### config.mk
export PLATFORM = sky130hd
export DESIGN_NAME = spmm_top
export DESIGN_NICKNAME = d
export VERILOG_FILES = /design/src/spmm_pkg.sv /design/src/spmm_top.sv
export SDC_FILE = /design/constraint.sdc
export NUM_CORES = 1
export LEC_CHECK = 0
export ABC_AREA = 1
export BUFFER_PORTS_ARGS = -buffer_cell sky130_fd_sc_hd__buf_2
export CAP_MARGIN = 20
export CELL_PAD_IN_SITES_DETAIL_PLACEMENT = 0
export CELL_PAD_IN_SITES_GLOBAL_PLACEMENT = 1
export CORE_ASPECT_RATIO = 2
export CORE_MARGIN = 5
export CORE_UTILIZATION = 48
export DETAILED_ROUTE_END_ITERATION = 10
export GPL_ROUTABILITY_DRIVEN = 0
export GPL_TIMING_DRIVEN = 0
export PLACE_DENSITY = 0.91
export SLEW_MARGIN = 20
export SYNTH_ARGS = -nofsm -noshare
export SYNTH_HDL_FRONTEND = slang
export SYNTH_SLANG_ARGS = --single-unit
### constraint.sdc
create_clock -name clk_sys -period 5.6 [get_ports clk_sys]
set_input_delay 0 -clock clk_sys [delete_from_list [all_inputs] [get_ports clk_sys]]
set_output_delay 0 -clock clk_sys [all_outputs]
set_load 0.005 [all_outputs]
### src/spmm_pkg.sv
// constants and types of the sensor power mode manager
package spmm_pkg;

  // clock and timing
  localparam int CLK_NS         = 5;
  localparam int SAMPLE_NS      = 625000;
  localparam int TICK_CYC       = SAMPLE_NS / CLK_NS;
  localparam int GYR_WAKE_NS    = 10000000;
  localparam int GYR_WAKE_CYC   = GYR_WAKE_NS / CLK_NS;
  localparam int MAG_MEAS_TICKS = 2;

  // register byte offsets
  localparam logic [7:0] OFS_CMD     = 8'h00;
  localparam logic [7:0] OFS_ACC_CFG = 8'h04;
  localparam logic [7:0] OFS_MAG_CMD = 8'h08;
  localparam logic [7:0] OFS_STATUS  = 8'h0c;
  localparam logic [7:0] OFS_MIF_CFG = 8'h10;

  // mode command fields
  localparam int CMD_TGT_LSB  = 0;
  localparam int CMD_MODE_LSB = 2;
  localparam logic [1:0] TGT_ACC = 2'h0;
  localparam logic [1:0] TGT_GYR = 2'h1;
  localparam logic [1:0] TGT_MIF = 2'h2;

  // accelerometer configuration fields
  localparam int ACC_ODR_LSB    = 0;
  localparam int ACC_AVG_LSB    = 4;
  localparam int ACC_US_BIT     = 7;
  localparam int ACC_SETTLE_LSB = 8;
  localparam logic [11:0] ACC_CFG_RST = 12'h103;

  // magnetometer command fields
  localparam int MAG_OP_LSB  = 0;
  localparam int MAG_PRE_LSB = 8;
  localparam logic [1:0] MOP_SLEEP   = 2'h1;
  localparam logic [1:0] MOP_SUSPEND = 2'h2;
  localparam logic [1:0] MOP_PRESET  = 2'h3;

  // interface configuration fields
  localparam int MIF_DATA_BIT   = 0;
  localparam int MIF_PER_LSB    = 8;
  localparam logic [15:0] MIF_CFG_RST = 16'h0100;

  // status fields
  localparam int ST_REFUSED_BIT = 8;
  localparam int ST_AWAKE_BIT   = 9;
  localparam int ST_GRDY_BIT    = 10;
  localparam int ST_SHORT_BIT   = 11;
  localparam int ST_PRE_LSB     = 16;

  typedef enum logic [1:0] {PM_SUSPEND, PM_NORMAL, PM_LOW, PM_FSU} spmm_pm_e;
  typedef enum logic [1:0] {MG_SUSPEND, MG_SLEEP, MG_FORCE} spmm_mag_e;

endpackage

### src/spmm_top.sv
// power mode manager for accel, gyro, mag interface and magnetometer
//
// Decided for this implementation: the placing of the registers and the APB register port.
`timescale 1ns/10ps

// Functional notes
// - accel normal mode samples continuously
// - accel low power duty-cycles suspend and normal
// - suspend stops sampling, keeps data, bus live
// - gyro fast start-up: no acquisition, wake within 10ms
// - mag interface low power: setup config, data forces
// - mag interface normal like low power, full readout
// - mag interface suspend: no config, no force
// - force measures then returns to sleep
// - sleep keeps presets; config only in sleep
// - mag suspend clears presets, blocks force, config
// - power mode independent of data rate
// - too short gap keeps accel in normal
// - undersampling in normal mimics low power
// - awake time is settle plus averaged samples
// - all units start in suspend after reset
module spmm_top
  import spmm_pkg::*;
#(
  parameter int TICK_CYC_P = TICK_CYC,
  parameter int GYR_WAKE_P = GYR_WAKE_CYC
) (
  input  wire logic        clk_sys,
  input  wire logic        resetn,
  input  wire logic        ce,
  input  wire logic        psel,
  input  wire logic        penable,
  input  wire logic        pwrite,
  input  wire logic [7:0]  paddr,
  input  wire logic [31:0] pwdata,
  output logic [31:0]      prdata,
  output logic             pready,
  output logic             pslverr,
  output logic             acc_sample_en,
  output logic             acc_clk_lp,
  output logic             gyr_drive_en,
  output logic             gyr_acq_en,
  output logic             mif_cfg_access,
  output logic             mag_force,
  output logic             fifo_full_rd,
  output logic [7:0]       mag_preset
);

  function automatic logic pm_legal(input logic [1:0] tgt,
                                    input spmm_pm_e   mode,
                                    input spmm_pm_e   acc,
                                    input spmm_pm_e   gyr,
                                    input spmm_mag_e  mag);
    logic ok;
    ok = 1'b0;
    unique case (tgt)
      TGT_ACC: ok = (mode != PM_FSU) &&
                    ((mode != PM_LOW) || (gyr == PM_SUSPEND));
      TGT_GYR: ok = (mode != PM_LOW) &&
                    ((acc != PM_LOW) || (mode == PM_SUSPEND));
      TGT_MIF: ok = (mode != PM_FSU) &&
                    ((mode != PM_SUSPEND) || (mag == MG_SUSPEND));
      default: ok = 1'b0;
    endcase
    return ok;
  endfunction

  spmm_pm_e    acc_reg, gyr_reg, mif_reg;
  spmm_mag_e   mag_reg;
  logic [11:0] acc_cfg_reg;
  logic [15:0] mif_cfg_reg;
  logic [7:0]  preset_reg;
  logic        refused_reg;
  logic [31:0] tick_cnt_reg;
  logic [15:0] phase_reg;
  logic [31:0] gwake_reg;
  logic        gyr_ready_reg;
  logic [7:0]  fper_reg;
  logic [7:0]  meas_reg;
  logic        force_reg;
  logic        cfg_acc_reg;

  // bus decode
  wire         setup_ph  = ce && psel && !penable;
  wire         access_ph = ce && psel && penable;
  wire         wr        = access_ph && pwrite;
  wire         hit_cmd   = (paddr == OFS_CMD);
  wire         hit_acc   = (paddr == OFS_ACC_CFG);
  wire         hit_mag   = (paddr == OFS_MAG_CMD);
  wire         hit_st    = (paddr == OFS_STATUS);
  wire         hit_mif   = (paddr == OFS_MIF_CFG);
  wire         hit_any   = hit_cmd | hit_acc | hit_mag | hit_st | hit_mif;
  wire         cmd_wr    = wr && hit_cmd;
  wire         mag_wr    = wr && hit_mag;
  wire [1:0]   cmd_tgt   = pwdata[CMD_TGT_LSB +: 2];
  wire spmm_pm_e cmd_mode = spmm_pm_e'(pwdata[CMD_MODE_LSB +: 2]);
  wire [1:0]   mag_op    = pwdata[MAG_OP_LSB +: 2];

  wire cmd_ok = pm_legal(cmd_tgt, cmd_mode, acc_reg, gyr_reg, mag_reg);

  // accelerometer configuration view
  wire [3:0]   odr_code  = acc_cfg_reg[ACC_ODR_LSB +: 4];
  wire [2:0]   avg_log   = acc_cfg_reg[ACC_AVG_LSB +: 3];
  wire         acc_us    = acc_cfg_reg[ACC_US_BIT];
  wire [3:0]   settle    = acc_cfg_reg[ACC_SETTLE_LSB +: 4];
  wire [15:0]  period    = 16'h0001 << odr_code;
  wire [15:0]  awake_len = {12'h000, settle} + (16'h0001 << avg_log);
  wire         gap_short = (awake_len >= period);
  wire         tick      = ce && (tick_cnt_reg == 32'(TICK_CYC_P - 1));

  wire mif_on   = (mif_reg != PM_SUSPEND);
  wire mif_data = mif_cfg_reg[MIF_DATA_BIT];
  wire [7:0] fper = (mif_cfg_reg[MIF_PER_LSB +: 8] == 8'h00) ? 8'h01
                    : mif_cfg_reg[MIF_PER_LSB +: 8];

  // sleep and setup config gate preset writes
  wire pre_ok   = mif_on && !mif_data && (mag_reg == MG_SLEEP);
  wire sleep_ok = mif_on && (mag_reg == MG_SUSPEND);
  wire susp_ok  = mif_on && (mag_reg == MG_SLEEP);
  wire mag_ok   = (mag_op == MOP_SLEEP)   ? sleep_ok :
                  (mag_op == MOP_SUSPEND) ? susp_ok  :
                  (mag_op == MOP_PRESET)  ? pre_ok   : 1'b1;
  wire force_go = tick && mif_on && mif_data && (mag_reg == MG_SLEEP)
                  && (fper_reg == 8'h01);

  wire refuse   = (cmd_wr && !cmd_ok) || (mag_wr && !mag_ok);
  wire st_w1c   = wr && hit_st && pwdata[ST_REFUSED_BIT];

  // duty window; undersampling uses it in normal mode too
  wire duty     = (acc_reg == PM_LOW) || ((acc_reg == PM_NORMAL) && acc_us);
  wire in_win   = gap_short || (phase_reg < awake_len);

  wire [31:0] rd_mux =
    hit_cmd ? {28'h0000000, acc_reg, 2'h0} :
    hit_acc ? {20'h00000, acc_cfg_reg} :
    hit_mif ? {16'h0000, mif_cfg_reg} :
    hit_st  ? {8'h00, preset_reg, 4'h0, gap_short, gyr_ready_reg,
               acc_sample_en, refused_reg, 2'(mag_reg), 2'(mif_reg),
               2'(gyr_reg), 2'(acc_reg)} : 32'h00000000;

  // one wait-free access phase while enabled
  assign pready  = ce;
  assign pslverr = psel && penable && !hit_any;

  always_ff @(posedge clk_sys or negedge resetn) begin
    if (!resetn) begin
      prdata <= 32'h00000000;
    end else if (setup_ph) begin
      prdata <= rd_mux;
    end
  end

  always_ff @(posedge clk_sys or negedge resetn) begin
    if (!resetn) begin
      acc_reg <= PM_SUSPEND;
      gyr_reg <= PM_SUSPEND;
      mif_reg <= PM_SUSPEND;
    end else if (cmd_wr && cmd_ok) begin
      // modes kept apart from rate config
      if (cmd_tgt == TGT_ACC) acc_reg <= cmd_mode;
      if (cmd_tgt == TGT_GYR) gyr_reg <= cmd_mode;
      if (cmd_tgt == TGT_MIF) mif_reg <= cmd_mode;
    end
  end

  always_ff @(posedge clk_sys or negedge resetn) begin
    if (!resetn) begin
      acc_cfg_reg <= ACC_CFG_RST;
      mif_cfg_reg <= MIF_CFG_RST;
    end else begin
      if (wr && hit_acc) acc_cfg_reg <= pwdata[11:0];
      if (wr && hit_mif) mif_cfg_reg <= pwdata[15:0];
    end
  end

  // set wins over the write-one clear
  always_ff @(posedge clk_sys or negedge resetn) begin
    if (!resetn) begin
      refused_reg <= 1'b0;
    end else if (refuse) begin
      refused_reg <= 1'b1;
    end else if (st_w1c) begin
      refused_reg <= 1'b0;
    end
  end

  // sample tick and duty phase
  always_ff @(posedge clk_sys or negedge resetn) begin
    if (!resetn) begin
      tick_cnt_reg <= 32'h00000000;
      phase_reg    <= 16'h0000;
    end else if (ce) begin
      tick_cnt_reg <= tick ? 32'h00000000 : tick_cnt_reg + 32'h00000001;
      if (!duty || (tick && phase_reg >= period - 16'h0001)) begin
        phase_reg <= 16'h0000;
      end else if (tick) begin
        phase_reg <= phase_reg + 16'h0001;
      end
    end
  end

  // gyro wake count, bounded by the 10ms budget
  always_ff @(posedge clk_sys or negedge resetn) begin
    if (!resetn) begin
      gwake_reg     <= 32'h00000000;
      gyr_ready_reg <= 1'b0;
    end else if (ce) begin
      if (gyr_reg != PM_NORMAL) begin
        gwake_reg     <= 32'h00000000;
        gyr_ready_reg <= 1'b0;
      end else if (!gyr_ready_reg) begin
        gwake_reg     <= gwake_reg + 32'h00000001;
        gyr_ready_reg <= (gwake_reg >= 32'(GYR_WAKE_P - 1));
      end
    end
  end

  // magnetometer sequencing
  always_ff @(posedge clk_sys or negedge resetn) begin
    if (!resetn) begin
      mag_reg     <= MG_SUSPEND;
      preset_reg  <= 8'h00;
      fper_reg    <= 8'h01;
      meas_reg    <= 8'h00;
      force_reg   <= 1'b0;
      cfg_acc_reg <= 1'b0;
    end else if (ce) begin
      force_reg   <= force_go;
      cfg_acc_reg <= mag_wr && (mag_op == MOP_PRESET) && pre_ok;
      if (tick) begin
        fper_reg <= (fper_reg == 8'h01) ? fper : fper_reg - 8'h01;
      end
      unique case (mag_reg)
        MG_SUSPEND: begin
          preset_reg <= 8'h00;
          if (mag_wr && mag_op == MOP_SLEEP && sleep_ok) mag_reg <= MG_SLEEP;
        end
        MG_SLEEP: begin
          if (mag_wr && mag_op == MOP_SUSPEND && susp_ok) begin
            mag_reg <= MG_SUSPEND;
          end else if (force_go) begin
            mag_reg  <= MG_FORCE;
            meas_reg <= 8'(MAG_MEAS_TICKS);
          end else if (mag_wr && mag_op == MOP_PRESET && pre_ok) begin
            preset_reg <= pwdata[MAG_PRE_LSB +: 8];
          end
        end
        MG_FORCE: begin
          if (tick) begin
            meas_reg <= meas_reg - 8'h01;
            if (meas_reg == 8'h01) mag_reg <= MG_SLEEP;
          end
        end
        default: mag_reg <= MG_SUSPEND;
      endcase
    end
  end

  // full sampling in plain normal mode
  assign acc_sample_en = ((acc_reg == PM_NORMAL) && !acc_us) ||
                         (duty && in_win);
  // low power differs from undersampled normal by clock source and no full readout
  assign acc_clk_lp    = (acc_reg == PM_LOW);
  assign gyr_drive_en  = (gyr_reg == PM_NORMAL) || (gyr_reg == PM_FSU);
  // no acquisition until awake in normal
  assign gyr_acq_en    = (gyr_reg == PM_NORMAL) && gyr_ready_reg;
  assign mag_force      = force_reg;
  assign mif_cfg_access = cfg_acc_reg;
  // full readout with interface, accel or gyro in normal
  assign fifo_full_rd   = (mif_reg == PM_NORMAL) || (acc_reg == PM_NORMAL)
                          || (gyr_reg == PM_NORMAL);
  assign mag_preset     = preset_reg;

  logic [31:0] wait_cnt;
  always_ff @(posedge clk_sys or negedge resetn) begin
    if (!resetn) begin
      wait_cnt <= 32'h00000000;
    end else if (ce) begin
      wait_cnt <= gyr_acq_en || (gyr_reg != PM_NORMAL) ? 32'h00000000
                  : wait_cnt + 32'h00000001;
    end
  end

  acc_lp_pair_a: assert property (
    @(posedge clk_sys) disable iff (!resetn)
    acc_reg == PM_LOW |-> gyr_reg == PM_SUSPEND)
    else $error("accel low power with gyro awake");

  refuse_hold_a: assert property (
    @(posedge clk_sys) disable iff (!resetn)
    cmd_wr && !cmd_ok |=> $stable(acc_reg) && $stable(gyr_reg)
                         && $stable(mif_reg) && refused_reg)
    else $error("refused mode request changed state");

  susp_quiet_a: assert property (
    @(posedge clk_sys) disable iff (!resetn)
    acc_reg == PM_SUSPEND |-> !acc_sample_en)
    else $error("accel sampling in suspend");

  acc_full_a: assert property (
    @(posedge clk_sys) disable iff (!resetn)
    acc_reg == PM_NORMAL && !acc_us |-> acc_sample_en)
    else $error("accel normal mode not sampling");

  gyr_wake_a: assert property (
    @(posedge clk_sys) disable iff (!resetn)
    (gyr_reg == PM_FSU |-> !gyr_acq_en) and
    (wait_cnt <= 32'(GYR_WAKE_P)))
    else $error("gyro wake late or fsu acquiring");

  mif_susp_a: assert property (
    @(posedge clk_sys) disable iff (!resetn)
    mif_reg == PM_SUSPEND |=> !mag_force && !mif_cfg_access)
    else $error("mag interface active in suspend");

  force_back_a: assert property (
    @(posedge clk_sys) disable iff (!resetn)
    $past(mag_reg) == MG_FORCE && mag_reg != MG_FORCE
      |-> mag_reg == MG_SLEEP)
    else $error("force did not return to sleep");

  mag_clear_a: assert property (
    @(posedge clk_sys) disable iff (!resetn)
    mag_reg == MG_SUSPEND && ce ##1 mag_reg == MG_SUSPEND
      |-> preset_reg == 8'h00)
    else $error("presets kept in suspend");

  short_gap_a: assert property (
    @(posedge clk_sys) disable iff (!resetn)
    duty && gap_short |-> acc_sample_en)
    else $error("accel suspended on short gap");

  cfg_sleep_a: assert property (
    @(posedge clk_sys) disable iff (!resetn)
    mif_cfg_access |-> mag_reg == MG_SLEEP && $past(pre_ok))
    else $error("config outside sleep");

  lp_cycle_c: cover property (
    @(posedge clk_sys) disable iff (!resetn)
    acc_reg == PM_LOW && $fell(acc_sample_en));

  gyr_wake_c: cover property (
    @(posedge clk_sys) disable iff (!resetn)
    $rose(gyr_acq_en));

  mag_force_c: cover property (
    @(posedge clk_sys) disable iff (!resetn)
    mag_force ##1 mag_reg == MG_FORCE);

endmodule

* Yosys cells after proc, flatten, opt, wreduce, memory -nomap -nowiden
Cells that the tools add are included. W data, S select, Z words.
Word-level totals: memories kept 0, bits in read-only memories 0, word-level logic and storage cells 174, RAM bits 0, register bits after elaboration 176, bits in latches 0, bits of input ports 46
Operators by class: multipliers 0, reduce and logical (&&, ||, !) cells 77, add/sub/neg operators 7, multiplexer cells 33, shift-type cells 2, equal/unequal tests 30, $lt $le $gt $ge 4, bitwise operators 4, divide/modulo/power cells 0
Operators with widths (count):
- $mux W24 | 4
- $mux W32 | 3
- $add A32 B1 Y32 const B | 2
- $mux W8 | 8
- $logic_and A1 B1 Y1 | 38
- $eq A32 B17 Y1 const B | 1
- $ge A16 B16 Y1 | 2
- $ge A32 B21 Y1 const B | 1
- $mux W16 | 2
- $pmux W8 S2 | 2
- $add A16 B1 Y16 const B | 1
- $add A4 B16 Y16 | 1
- $eq A8 B1 Y1 const B | 2
- $eq A8 B4 Y1 const B | 2
- $logic_not A8 Y1 | 2
- $lt A16 B16 Y1 | 1
- $ne A2 B2 Y1 const B | 8
- $shl A1 B3 Y16 const A | 1
- $shl A1 B4 Y16 const A | 1
- $sub A16 B1 Y16 const B | 1
- $sub A8 B1 Y8 const B | 2
- $reduce_and A5 Y1 | 3
- $reduce_and A2 Y1 | 6
- $reduce_bool A2 Y1 | 6
- other kinds (14) | 57

* Longest topological paths before layout
Gate-level depths: netlist (run 1).
depth in word-level cells 10, gate-level depth with buffers 23, depth with buffers taken out 23

* Least setup slack after synthesis (run 1)
No wires, ideal clock.
path kind register to register, from register acc_cfg_reg[0], to register phase_reg[12], setup slack 2.542 ns, setup time 0.120 ns, path buffers 2, data arrival time 2.938 ns, required time 5.480 ns, cell stages (with the launch flop) 24, cells stage by stage dfstp_2 > clkbuf_1 > nor2_1 > inv_1 > nor2_1 > inv_1 > nor2_1 > inv_1 > ha_1 > nand3_1 > nor2_1 > nand2_1 > xor2_1 > ha_1 > nand2_1 > inv_1 > nand3_1 > nor3_1 > nand3_1 > nand3_1 > nand2_2 > buf_2 > nand4_1 > nand2_1
On the way: word-level cells in the longest chain between the ends 7, elaborated cells on any way between the ends 8, classes of those cells 1 x add/sub; 1 x order compare; 1 x shift; 1 x mux; 4 x reduce/logical
Ends and longest elaborated chain:
- from (decl) | line spmm_top.sv:70 | logic [11:0] acc_cfg_reg;
- from (signal assigned) | line spmm_top.sv:171 | if (wr && hit_acc) acc_cfg_reg <= pwdata[11:0];
- $shl A1 B4 Y16 * | line spmm_top.sv:106 | wire [15:0] period = 16'h0001 << odr_code;
- $sub A16 B1 Y16 * | line spmm_top.sv:194 | if (!duty || (tick && phase_reg >= period - 16'h0001)) begin
- $ge A16 B16 Y1 * | line spmm_top.sv:194
- $logic_and A1 B1 Y1 * | line spmm_top.sv:194
- $logic_or A1 B1 Y1 * | line spmm_top.sv:194
- $reduce_bool A2 Y1 (no line)
- $reduce_and A2 Y1 (no line)
- to (signal assigned) | line spmm_top.sv:197 | phase_reg <= phase_reg + 16'h0001;
- to (decl) | line spmm_top.sv:75 | logic [15:0] phase_reg;
Mark *: on every way between the ends. The rest lies on a longest branch, timed or not. A chain may end at the register's enable or synchronous reset.

* Final worst setup path (run 1)
from register acc_cfg_reg[0], to register phase_reg[9]
The elaborated chain is that of the path after synthesis.

==> metrics, run 1 <==
synth cell count leaders nand2_1 (368), inv_1 (169), dfrtp_1 (163); Max-cap violations 0; final slew viol count 0; CP startpoint kind flip-flop; Ys Warns 0; main combinational cell family by area after synthesis simple AND/OR/NAND/NOR gates; Synth Area in Compound Gates 0.114; outcome complete, no violations; crit path capture type flip-flop; Seq pwr share 0.435; clock latency on the worst-skew pair 0.45 ns; CTS HTree Levels 4; CP cell instances clkbuf_1, nor2_1, inv_1, nor2_1, inv_1, nor2_1, inv_1, ha_1, nand3_1, nor2_1, nand2_1, xor2_1, ha_1, nand2_1, inv_1, nand3_1, nor3_1, nand3_1, nand3_1, nand2_2, buf_2, nand4_1, nand2_1; Core ar. 22100 um2; Reg2Reg Depth 23; Post-Synth Adder-Cell Area 0.0546; vias post-DR between 10000 and 15000; xor-xnor portion of the synthesized cell area 0.0402; worst vdd ir 0.216 mV; cell count after synthesis 1451; CTS resizes 0; clock network fraction of total power 0.406; initial antenna violation count 1; Fin Hold WS just over 0.02 ns; synth top area cells dfrtp_1 (38%), nand2_1 (13%), inv_1 (5.9%); RSZ-0062 raised after global routing false; r2r startpoint acc_cfg_reg[0]$_DFFE_PN1P_; Ports 95; Post-Synth Simple-Gate Area 0.307; Slowest-stage cell, CP dfstp_2; WL final 30.7 mm; Setup-failing EPs final 0; clk_skew 0.00896 ns; Layout Nets 1662; Avg Vias per Cell around 5.4; WHS Endpoint mif_cfg_reg[14]$_DFFE_PN0P_; post-synthesis sequential area ratio 0.395; number of global-route vias before repair roughly 10000; share of cells above drive strength 1 0.114; area grow syn2layout 15.0%; Crit path required time 5.94 ns; row count 77; starting density of the core 0.484; Slew @ Worst Pin 0.928 ns; Psw 964 uW; Final Cycle Share 0.658; DR WL/cell 16.5 um; CTS Root Cell clkbuf_16; min Tclk post-route 3.69 ns; min-delay src psel; crit path kind flip-flop to flip-flop; Design Area, Final 12300 um2; Post-synth EDFFs 0; Power Internal 2200 uW; Async SR Flop Fraction 1.00; area of the die around 25000 um2; Die W 115 um; Clock transition at path regs 0.07 ns; Fin. Hold Viols 0; Setup Total Neg Slack 0 ns; Mean Syn Cell Area 7.35 um2; synthesized area 10700 um2; DP Area 11400 um2; first-pass GRT wire length approximately 51 mm; initial DRC count 357; Yosys cell types 48; main flop type after synthesis dfrtp_1; DR DRC count 0; PD cells around 260 nW/um2; depth of the worst hold-timing path 5; CTS tree built; Synth Register Bits 168; CP max stage delay 0.52 ns; Hold WC Path Type input port to flip-flop; global route total overflow 0; multiplexer area fraction after synthesis 0; gr usage total 0.251; top-area cell type share of the netlist area 0.382; Worst slew margin 0.377; Reg2Reg Capture Point phase_reg[9]$_DFFE_PN0P_; DRT antenna net count 0; cell with the most instances after synthesis nand2_1; CTS buffer count 17; Final HPWL DP 23.9 mm; Switching Share 0.305; final core occ 0.556; Clock Sinks 168; deepest clock path buffer count 2; Die Span Y 221 um; CP Max Fanout 10; area leader, netlist dfrtp_1; max frequency 271 MHz; Worst Path Arrival 4.02 ns; largest net degree at the start of global routing 98; port bufs 70; reg2reg setup slack roughly 1.9 ns; First-pass DRT Iterations 5; Comb power frac 0.159; static leakage 0.00601 uW
[logic make-up (layout without fill, tap and decap cells)]
group	after synthesis	count (layout)
AOI/OAI and AO/OA	224	224
DFF	168	168
and+or+nand+nor	728	728
xor gates and xnor gates	49	49
other	2	12
buffers and inverters	234	357
adders and majority gates	46	46
[layout make-up]
class | instances | area [um2]
Clock inverter | 13 | 179
Inverter | 186 | 698
Buffer | 48 | 255
Clock buffer | 19 | 453
Antenna cell | 1 | 2.50
Sequential cell | 168 | 4210
Tap cell | 276 | 345
Timing Repair Buffer | 91 | 588
Fill cell | 2137 | 9790
Multi-Input combinational cell | 1058 | 5540
[power by group through the flow]
stage          logic (uW)  registers, uW  clock network [uW]
2_1_floorplan         319           1380                   0
6_report              502           1380                1280
3_3_place_gp          479           1390                   0
3_5_place_dp          491           1400                   0
5_1_grt               562           1390                1350
4_1_cts               505           1370                1300
[per-stage QoR]
stage / cells / worst slack, ns / power, uW
floorplan: 1460 / 2.54 / 1700
global placement: 1806 / 1.84 / 1870
detailed placement: 1807 / 1.88 / 1890
CTS: 1859 / 1.88 / 3180
global route: 1860 / 1.45 / 3300
finish: 1860 / 1.91 / 3160
[routing by layer]
layer | track usage | part of all wire | vias to the layer above
met1 | 0.264 | 0.36 | 4732
li1 | - | - | 4988
met5 | 0 | 0 | -
met2 | 0.455 | 0.54 | 267
met3 | 0.0353 | 0.035 | 116
met4 | 0.158 | 0.067 | 0
[layout by cell type, fill, tap and decap left out, types with 28 or more instances in the layout]
cell type	Yosys	routed
buf_2	6	75
xor2_1	40	40
a21oi_1	66	66
nand3_1	69	69
inv_1	169	169
nor3_1	57	57
nand2_1	368	368
o21ai_0	102	102
clkbuf_1	28	28
ha_1	45	45
dfrtp_1	163	163
nor2_1	127	127
nand4_1	50	50
[worst max-delay path, delay by kind of cell (launching register included)]
family / cells / cell delay, ns
simple gates: 14 / 1.47
fa+ha+maj: 2 / 0.47
flops: 1 / 0.52
buf+inv: 6 / 0.94
xor+xnor: 1 / 0.16
[worst max-delay path by stage]
stage	startpoint	to	slack [ns]	cells past startpoint
floorplan	acc_cfg_reg[0]$_DFFE_PN1P_	phase_reg[12]$_DFFE_PN0P_	2.54	23
global placement	resetn	prdata[4]$_DFFE_PN0P_	1.84	1
detailed placement	acc_cfg_reg[0]$_DFFE_PN1P_	phase_reg[7]$_DFFE_PN0P_	1.88	23
CTS	acc_cfg_reg[0]$_DFFE_PN1P_	phase_reg[9]$_DFFE_PN0P_	1.88	23
global route	acc_cfg_reg[0]$_DFFE_PN1P_	phase_reg[12]$_DFFE_PN0P_	1.45	23
finish	acc_cfg_reg[0]$_DFFE_PN1P_	phase_reg[9]$_DFFE_PN0P_	1.91	23
[timing repair]
item,in CTS,in global routing
hold buffers,20,0
buffers inserted,0,0
hold endpoints to repair,116,0
No activity file was read; power rests on OpenSTA's default activity.
==> run 2: changes to the inputs <==
CORE_UTILIZATION = 40   (was 48)
PLACE_DENSITY = 0.82   (was 0.91)
clock period = 3.3 ns   (was 5.6 ns; I/O delays follow)
==> run 2 against run 1 <==
  * Sequential share of layout area shrank 1.1 points
  * Total power increased by 67%
  * Worst hold slack better by 0.020 ns
  * Via count increased by 0.54%
  * Utilization shrank 7.3 points
  * Largest cell class unchanged
==> metrics, run 2 (synthesized netlist as in run 1, its figures left out) <==
outcome complete, no violations; DRT antenna net count 0; DR DRC count 0; final setup margin a little over 0.06 ns; Worst slew margin 0.336; Fillers 2720; area grow syn2layout 19.1%; Setup-failing EPs final 0; Clock transition at path regs approximately 0.070 ns; WP depth 17; WL final 32.6 mm; Comb power frac 0.165; static leakage 0.00612 uW; share of cells above drive strength 1 0.147; Ports 95; final core occ 0.484; most common cell after layout, fill and taps aside nand2_1; Max-cap violations 0; CTS buffer count 17; deepest clock path buffer count 2; Final HPWL DP 25.4 mm; Fin. Hold Viols 0; Power Internal 3650 uW; crit path kind flip-flop to output pin; gr usage total 0.218; crit path capture type output pin; First-pass DRT Iterations 5; Fin Hold WS between 0.04 and 0.05 ns; initial DRC count 448; CP max stage delay 0.46 ns; global route total overflow 0; clock latency on the worst-skew pair 0.45 ns; largest net degree at the start of global routing 81; vias post-DR roughly 10000; Worst Path Arrival ~3.2 ns; Reg2Reg Depth 18; Seq pwr share 0.442; Psw 1630 uW; number of global-route vias before repair around 10000; cell mode on critical path nand2_2; CTS Root Cell clkbuf_16; Slew @ Worst Pin 0.989 ns; Crit path required time 3.30 ns; Die W 125 um; worst vdd ir approximately 0.36 mV; initial antenna violation count 0; CTS HTree Levels 4; row count 84; Hold WC Path Type input port to flip-flop; clock network fraction of total power 0.393; PD cells between 400 and 500 nW/um2; Slowest-stage cell, CP dfrtp_2; first-pass GRT wire length roughly 52 mm; Final Cycle Share 0.982; Avg Vias per Cell 5.22; depth of the worst hold-timing path 5; Core ar. 26300 um2; CP Max Fanout 5; storage element area 4210 um2; min Tclk post-route ~3.2 ns; Switching Share 0.308; DP Worst Slack -0.360 ns; WP buf/inv 2; max frequency 309 MHz; cell family with most CP delay simple AND/OR/NAND/NOR gates; RSZ-0062 raised after global routing true; starting density of the core 0.406; DR WL/cell 16.7 um; Die Span Y 241 um; area of the die 30200 um2; Multi-input gate area around 5700 um2; number of diodes 0; final slew viol count 0; CP startpoint kind flip-flop; port bufs 70; Clock Sinks 168; most frequent cells in the layout nand2_1 (363), inv_1 (167), dfrtp_1 (160); Layout Nets 1682; CP cell instances nor3_4, ha_2, fa_2, a21oi_2, o21ai_2, xnor2_2, inv_1, ha_1, a21oi_2, nor2_1, nor3_2, nand3_1, nand2_2, nand2_2, nand2_2, nand2_2, buf_2; CTS tree built; clk_skew 0.0106 ns
run 2: cell types whose count changed in the layout (fill, tap and decap cells not counted), moves of 4 or more:
cell	before	now
buf_4	10	28
a21oi_1	66	61
dlygate4sd3_1	20	24
ha_4	0	4
ha_1	45	39
nor3_1	57	52
a21oi_2	0	5
clkbuf_1	28	24
nand2_2	3	7
nand2_1	368	363
run 2: area by class of cell:
cell class / instances / area share
Multi-Input combinational cell: 1058 / 0.450
Sequential cell: 168 / 0.332
Timing Repair Buffer: 114 / 0.0622
Inverter: 186 / 0.0549
Clock buffer: 20 / 0.0359
Tap cell: 344 / 0.0339
Buffer: 45 / 0.0199
Clock inverter: 12 / 0.0111
run 2: per-layer routing:
layer,track usage,part of all wire,vias up
li1,-,-,5036
met1,0.217,0.36,4788
met2,0.421,0.55,242
met3,0.0319,0.031,92
met4,0.129,0.057,0
met5,0,0,-
run 2: final timing paths:
| path | slack [ns] | start | end |
|---|---|---|---|
| max in group asynchronous | 2.06 | resetn | phase_reg[10]$_DFFE_PN0P_ |
| hold reg to reg | 0.48 | mif_cfg_access$_DFFE_PN0P_ | mif_cfg_access$_DFFE_PN0P_ |
| hold / removal | 0.04 | pwrite | refused_reg$_DFFE_PN0P_ |
| min in group asynchronous | 0.12 | resetn | mag_preset[1]$_DFFE_PN0P_ |
| setup / recovery | 0.06 | acc_cfg_reg[4]$_DFFE_PN0P_ | acc_sample_en |
| setup reg to reg | 0.16 | acc_cfg_reg[4]$_DFFE_PN0P_ | prdata[11]$_DFFE_PN0P_ |
run 2: stage by stage:
stage | total power, uW | area, um2 | setup TNS [ns] | instances
finish | 5280 | 12700 | 0 | 1947
global route | 5500 | 12700 | -0.186 | 1947
CTS | 5310 | 12500 | 0 | 1942
detailed placement | 3210 | 11500 | -4.43 | 1876
global placement | 3190 | 11500 | -93.87 | 1874
floorplan | 2880 | 10700 | 0 | 1460
run 2: worst reg2reg max path: cells and delay by family, from the launching register on:
family / cells / cell delay (ns)
DFF: 1 / 0.46
and+or+nand+nor: 6 / 0.83
buffers and inverters: 3 / 0.25
adders and majority gates: 3 / 0.65
AOI/OAI and AO/OA: 5 / 0.69
xor gates and xnor gates: 1 / 0.14
run 2: power groups by stage:
| stage | clock, uW | combinational, uW | sequential, uW |
|---|---|---|---|
| after global routing | 2180 | 968 | 2350 |
| after CTS | 2110 | 869 | 2330 |
| after global placement | 0 | 818 | 2370 |
| final | 2070 | 870 | 2330 |
| after detailed placement | 0 | 839 | 2370 |
| after floorplan | 0 | 541 | 2340 |
run 2: timing repair:
item / CTS / global route
endpoints found under the hold margin: 138 / 0
gates cloned: 0 / 0
hold buffers: 24 / 0
pin swaps: 7 / 21
resized for setup: 21 / 30
endpoints found under the setup margin: 19 / 17
setup buffers: 13 / 5
==> run 3: changes to the inputs <==
CORE_UTILIZATION = 29   (was 40)
PLACE_DENSITY = 0.64   (was 0.82)
==> run 3 against run 2 <==
  * Flip-flop and latch count unchanged
  * Maximum frequency decreased by 1.5%
  * Global-route usage down 4.8 points
  * Non-clock buffer count increased by 5
  * Final area grew 2.0%
  * Sequential power barely moved
  * Combinational power increased by 0.7%
  * Register-to-register slack lost 0.02 ns
  * Clock skew up 0.0039 ns
  * Via count shrank 0.67%
  * First-iteration DRC count up 25%
  * Clock-buffer cell count down 2
  * Critical path type unchanged
  * Critical endpoint unchanged
==> metrics, run 3 (synthesized netlist as in run 1, its figures left out) <==
Die W 146 um; Max-cap violations 0; RSZ-0062 raised after global routing true; crit path kind flip-flop to output pin; Finished Layout Cells 2062; WL final ~35 mm; Setup-failing EPs final 0; row count 99; final setup margin 0.00978 ns; initial DRC count 561; Slowest-stage cell, CP dfrtp_2; WP buf/inv 5; area grow syn2layout 21.5%; number of diodes 0; overall power 5390 uW; Worst Path Arrival 3.29 ns; vias post-DR 10090; number of global-route vias before repair 10276; global route total overflow 0; port bufs 70; Final HPWL DP around 27 mm; area of the die 41000 um2; CTS HTree Levels 4; most frequent cells in the layout nand2_1 (359), inv_1 (165), dfrtp_1 (159); Die Span Y 281 um; PD cells 416 nW/um2; deepest clock path buffer count 2; clock latency on the worst-skew pair 0.45 ns; gr usage total 0.169; cell family with most CP delay simple AND/OR/NAND/NOR gates; Fin Hold WS 0.0307 ns; worst vdd ir 0.482 mV; max frequency between 300 and 400 MHz; M3 GR Usage 0.0226; starting density of the core 0.293; Hold WC Path Type input port to flip-flop; static leakage roughly 0.0062 uW; Final Cycle Share 0.997; Core ar. 36400 um2; crit path capture type output pin; most common cell after layout, fill and taps aside nand2_1; final slew viol count 0; Fin. Hold Viols 0; CTS buffer count 17; CTS tree built; Avg Vias per Cell 4.89; Layout Nets ~1700; DRT antenna net count 0; Fillers 3940; DR DRC count 0; Worst slew margin 0.368; clk_skew 0.0145 ns; Ports 95; Crit path required time 3.30 ns; most crowded layer after global routing met2; CP startpoint kind flip-flop; share of cells above drive strength 1 0.160; met2 Resource Use GR 0.338; first-pass GRT wire length ~55 mm; Clock Sinks 168; outcome complete, no violations; Slew @ Worst Pin approximately 0.94 ns; First-pass DRT Iterations 5; initial antenna violation count 0; Clock transition at path regs ~0.07 ns; cell mode on critical path nand2_2; CP cell instances buf_6, nor3_4, buf_4, fa_2, a21oi_2, o21ai_2, xnor2_2, inv_2, ha_4, nand2_2, nor2_4, nand4_1, nand2_1, inv_1, nand3_2, nand2_2, nand2_2, nand2_2, nand2_2, buf_2; Post-Place Cells 1985; CP Max Fanout 4; largest net degree at the start of global routing 91; CP max stage delay 0.46 ns; DP Worst Slack -0.544 ns; CTS Root Cell clkbuf_16; min Tclk post-route 3.29 ns; met1 usage 0.169; DR WL/cell 16.9 um
## run 3: changes by cell type in the layout (fill, tap and decap cells not counted), moves of 3 or more
cell,change
buf_4,+8
nand2_1,-4
nand2_2,+4
xor2_1,-3
xor2_2,+3
## run 3: worst paths after layout
kind	slack, ns	cells past startpoint	endpoint	startpoint
worst min-delay path	0.03	6	gyr_reg[1]$_DFFE_PN0P_	pwdata[1]
max in group asynchronous	2.18	3	acc_cfg_reg[5]$_DFFE_PN0P_	resetn
worst max-delay path	0.01	20	acc_sample_en	acc_cfg_reg[6]$_DFFE_PN0P_
worst max register to register	0.14	20	phase_reg[7]$_DFFE_PN0P_	acc_cfg_reg[0]$_DFFE_PN1P_
min in group asynchronous	0.12	2	gwake_reg[16]$_DFFE_PN0P_	resetn
worst min register to register	0.48	2	prdata[1]$_DFFE_PN0P_	prdata[1]$_DFFE_PN0P_
## run 3: power breakdown
group	internal (uW)	switching [uW]	leakage, uW	total (uW)
Sequential	2200	141	0.00221	2340
Combinational	285	591	0.00366	876
Clock	1230	949	0.000300	2180
## run 3: cell type report
cell class / instances / area, um2 / share of cell area
clock inverters: 14 / 186 / 0.0144
inverters: 186 / 703 / 0.0542
repair buffers: 119 / 807 / 0.0623
multi-input cells: 1058 / 5790 / 0.447
flip-flops and latches: 168 / 4220 / 0.325
well taps: 454 / 568 / 0.0438
plain buffers: 45 / 255 / 0.0197
clock buffers: 18 / 439 / 0.0339
## run 3: timing repair
action                     CTS  global route
hold endpoints to repair   120             0
setup endpoints to repair   19            13
buffers inserted            16            10
pin swaps                    1            29
hold buffers                22             0
resized for setup           30            38
## run 3: tightest hold or removal path, cell delays in order
cell and delay, ns:
buf_2 0.10, nor2_1 0.06, inv_1 0.07, nor2_1 0.07, nand2_1 0.06, o21ai_0 0.06
## run 3: metrics by stage
step	instance area, um2	util	setup TNS (ns)
6_report	13000	0.356	0
2_1_floorplan	10700	-	0
5_1_grt	13000	0.356	-0.170
4_1_cts	12700	0.349	0
3_5_place_dp	11700	0.320	-7.05
3_3_place_gp	11600	0.319	-115.73
## run 3: per-layer routing
metal  wire, um  vias to the layer above  share of wire
li1           -                     5036              -
met4       1640                        0          0.047
met2      19800                      201           0.57
met3        828                       74          0.024
met5          0                        -              0
met1      12600                     4779           0.36
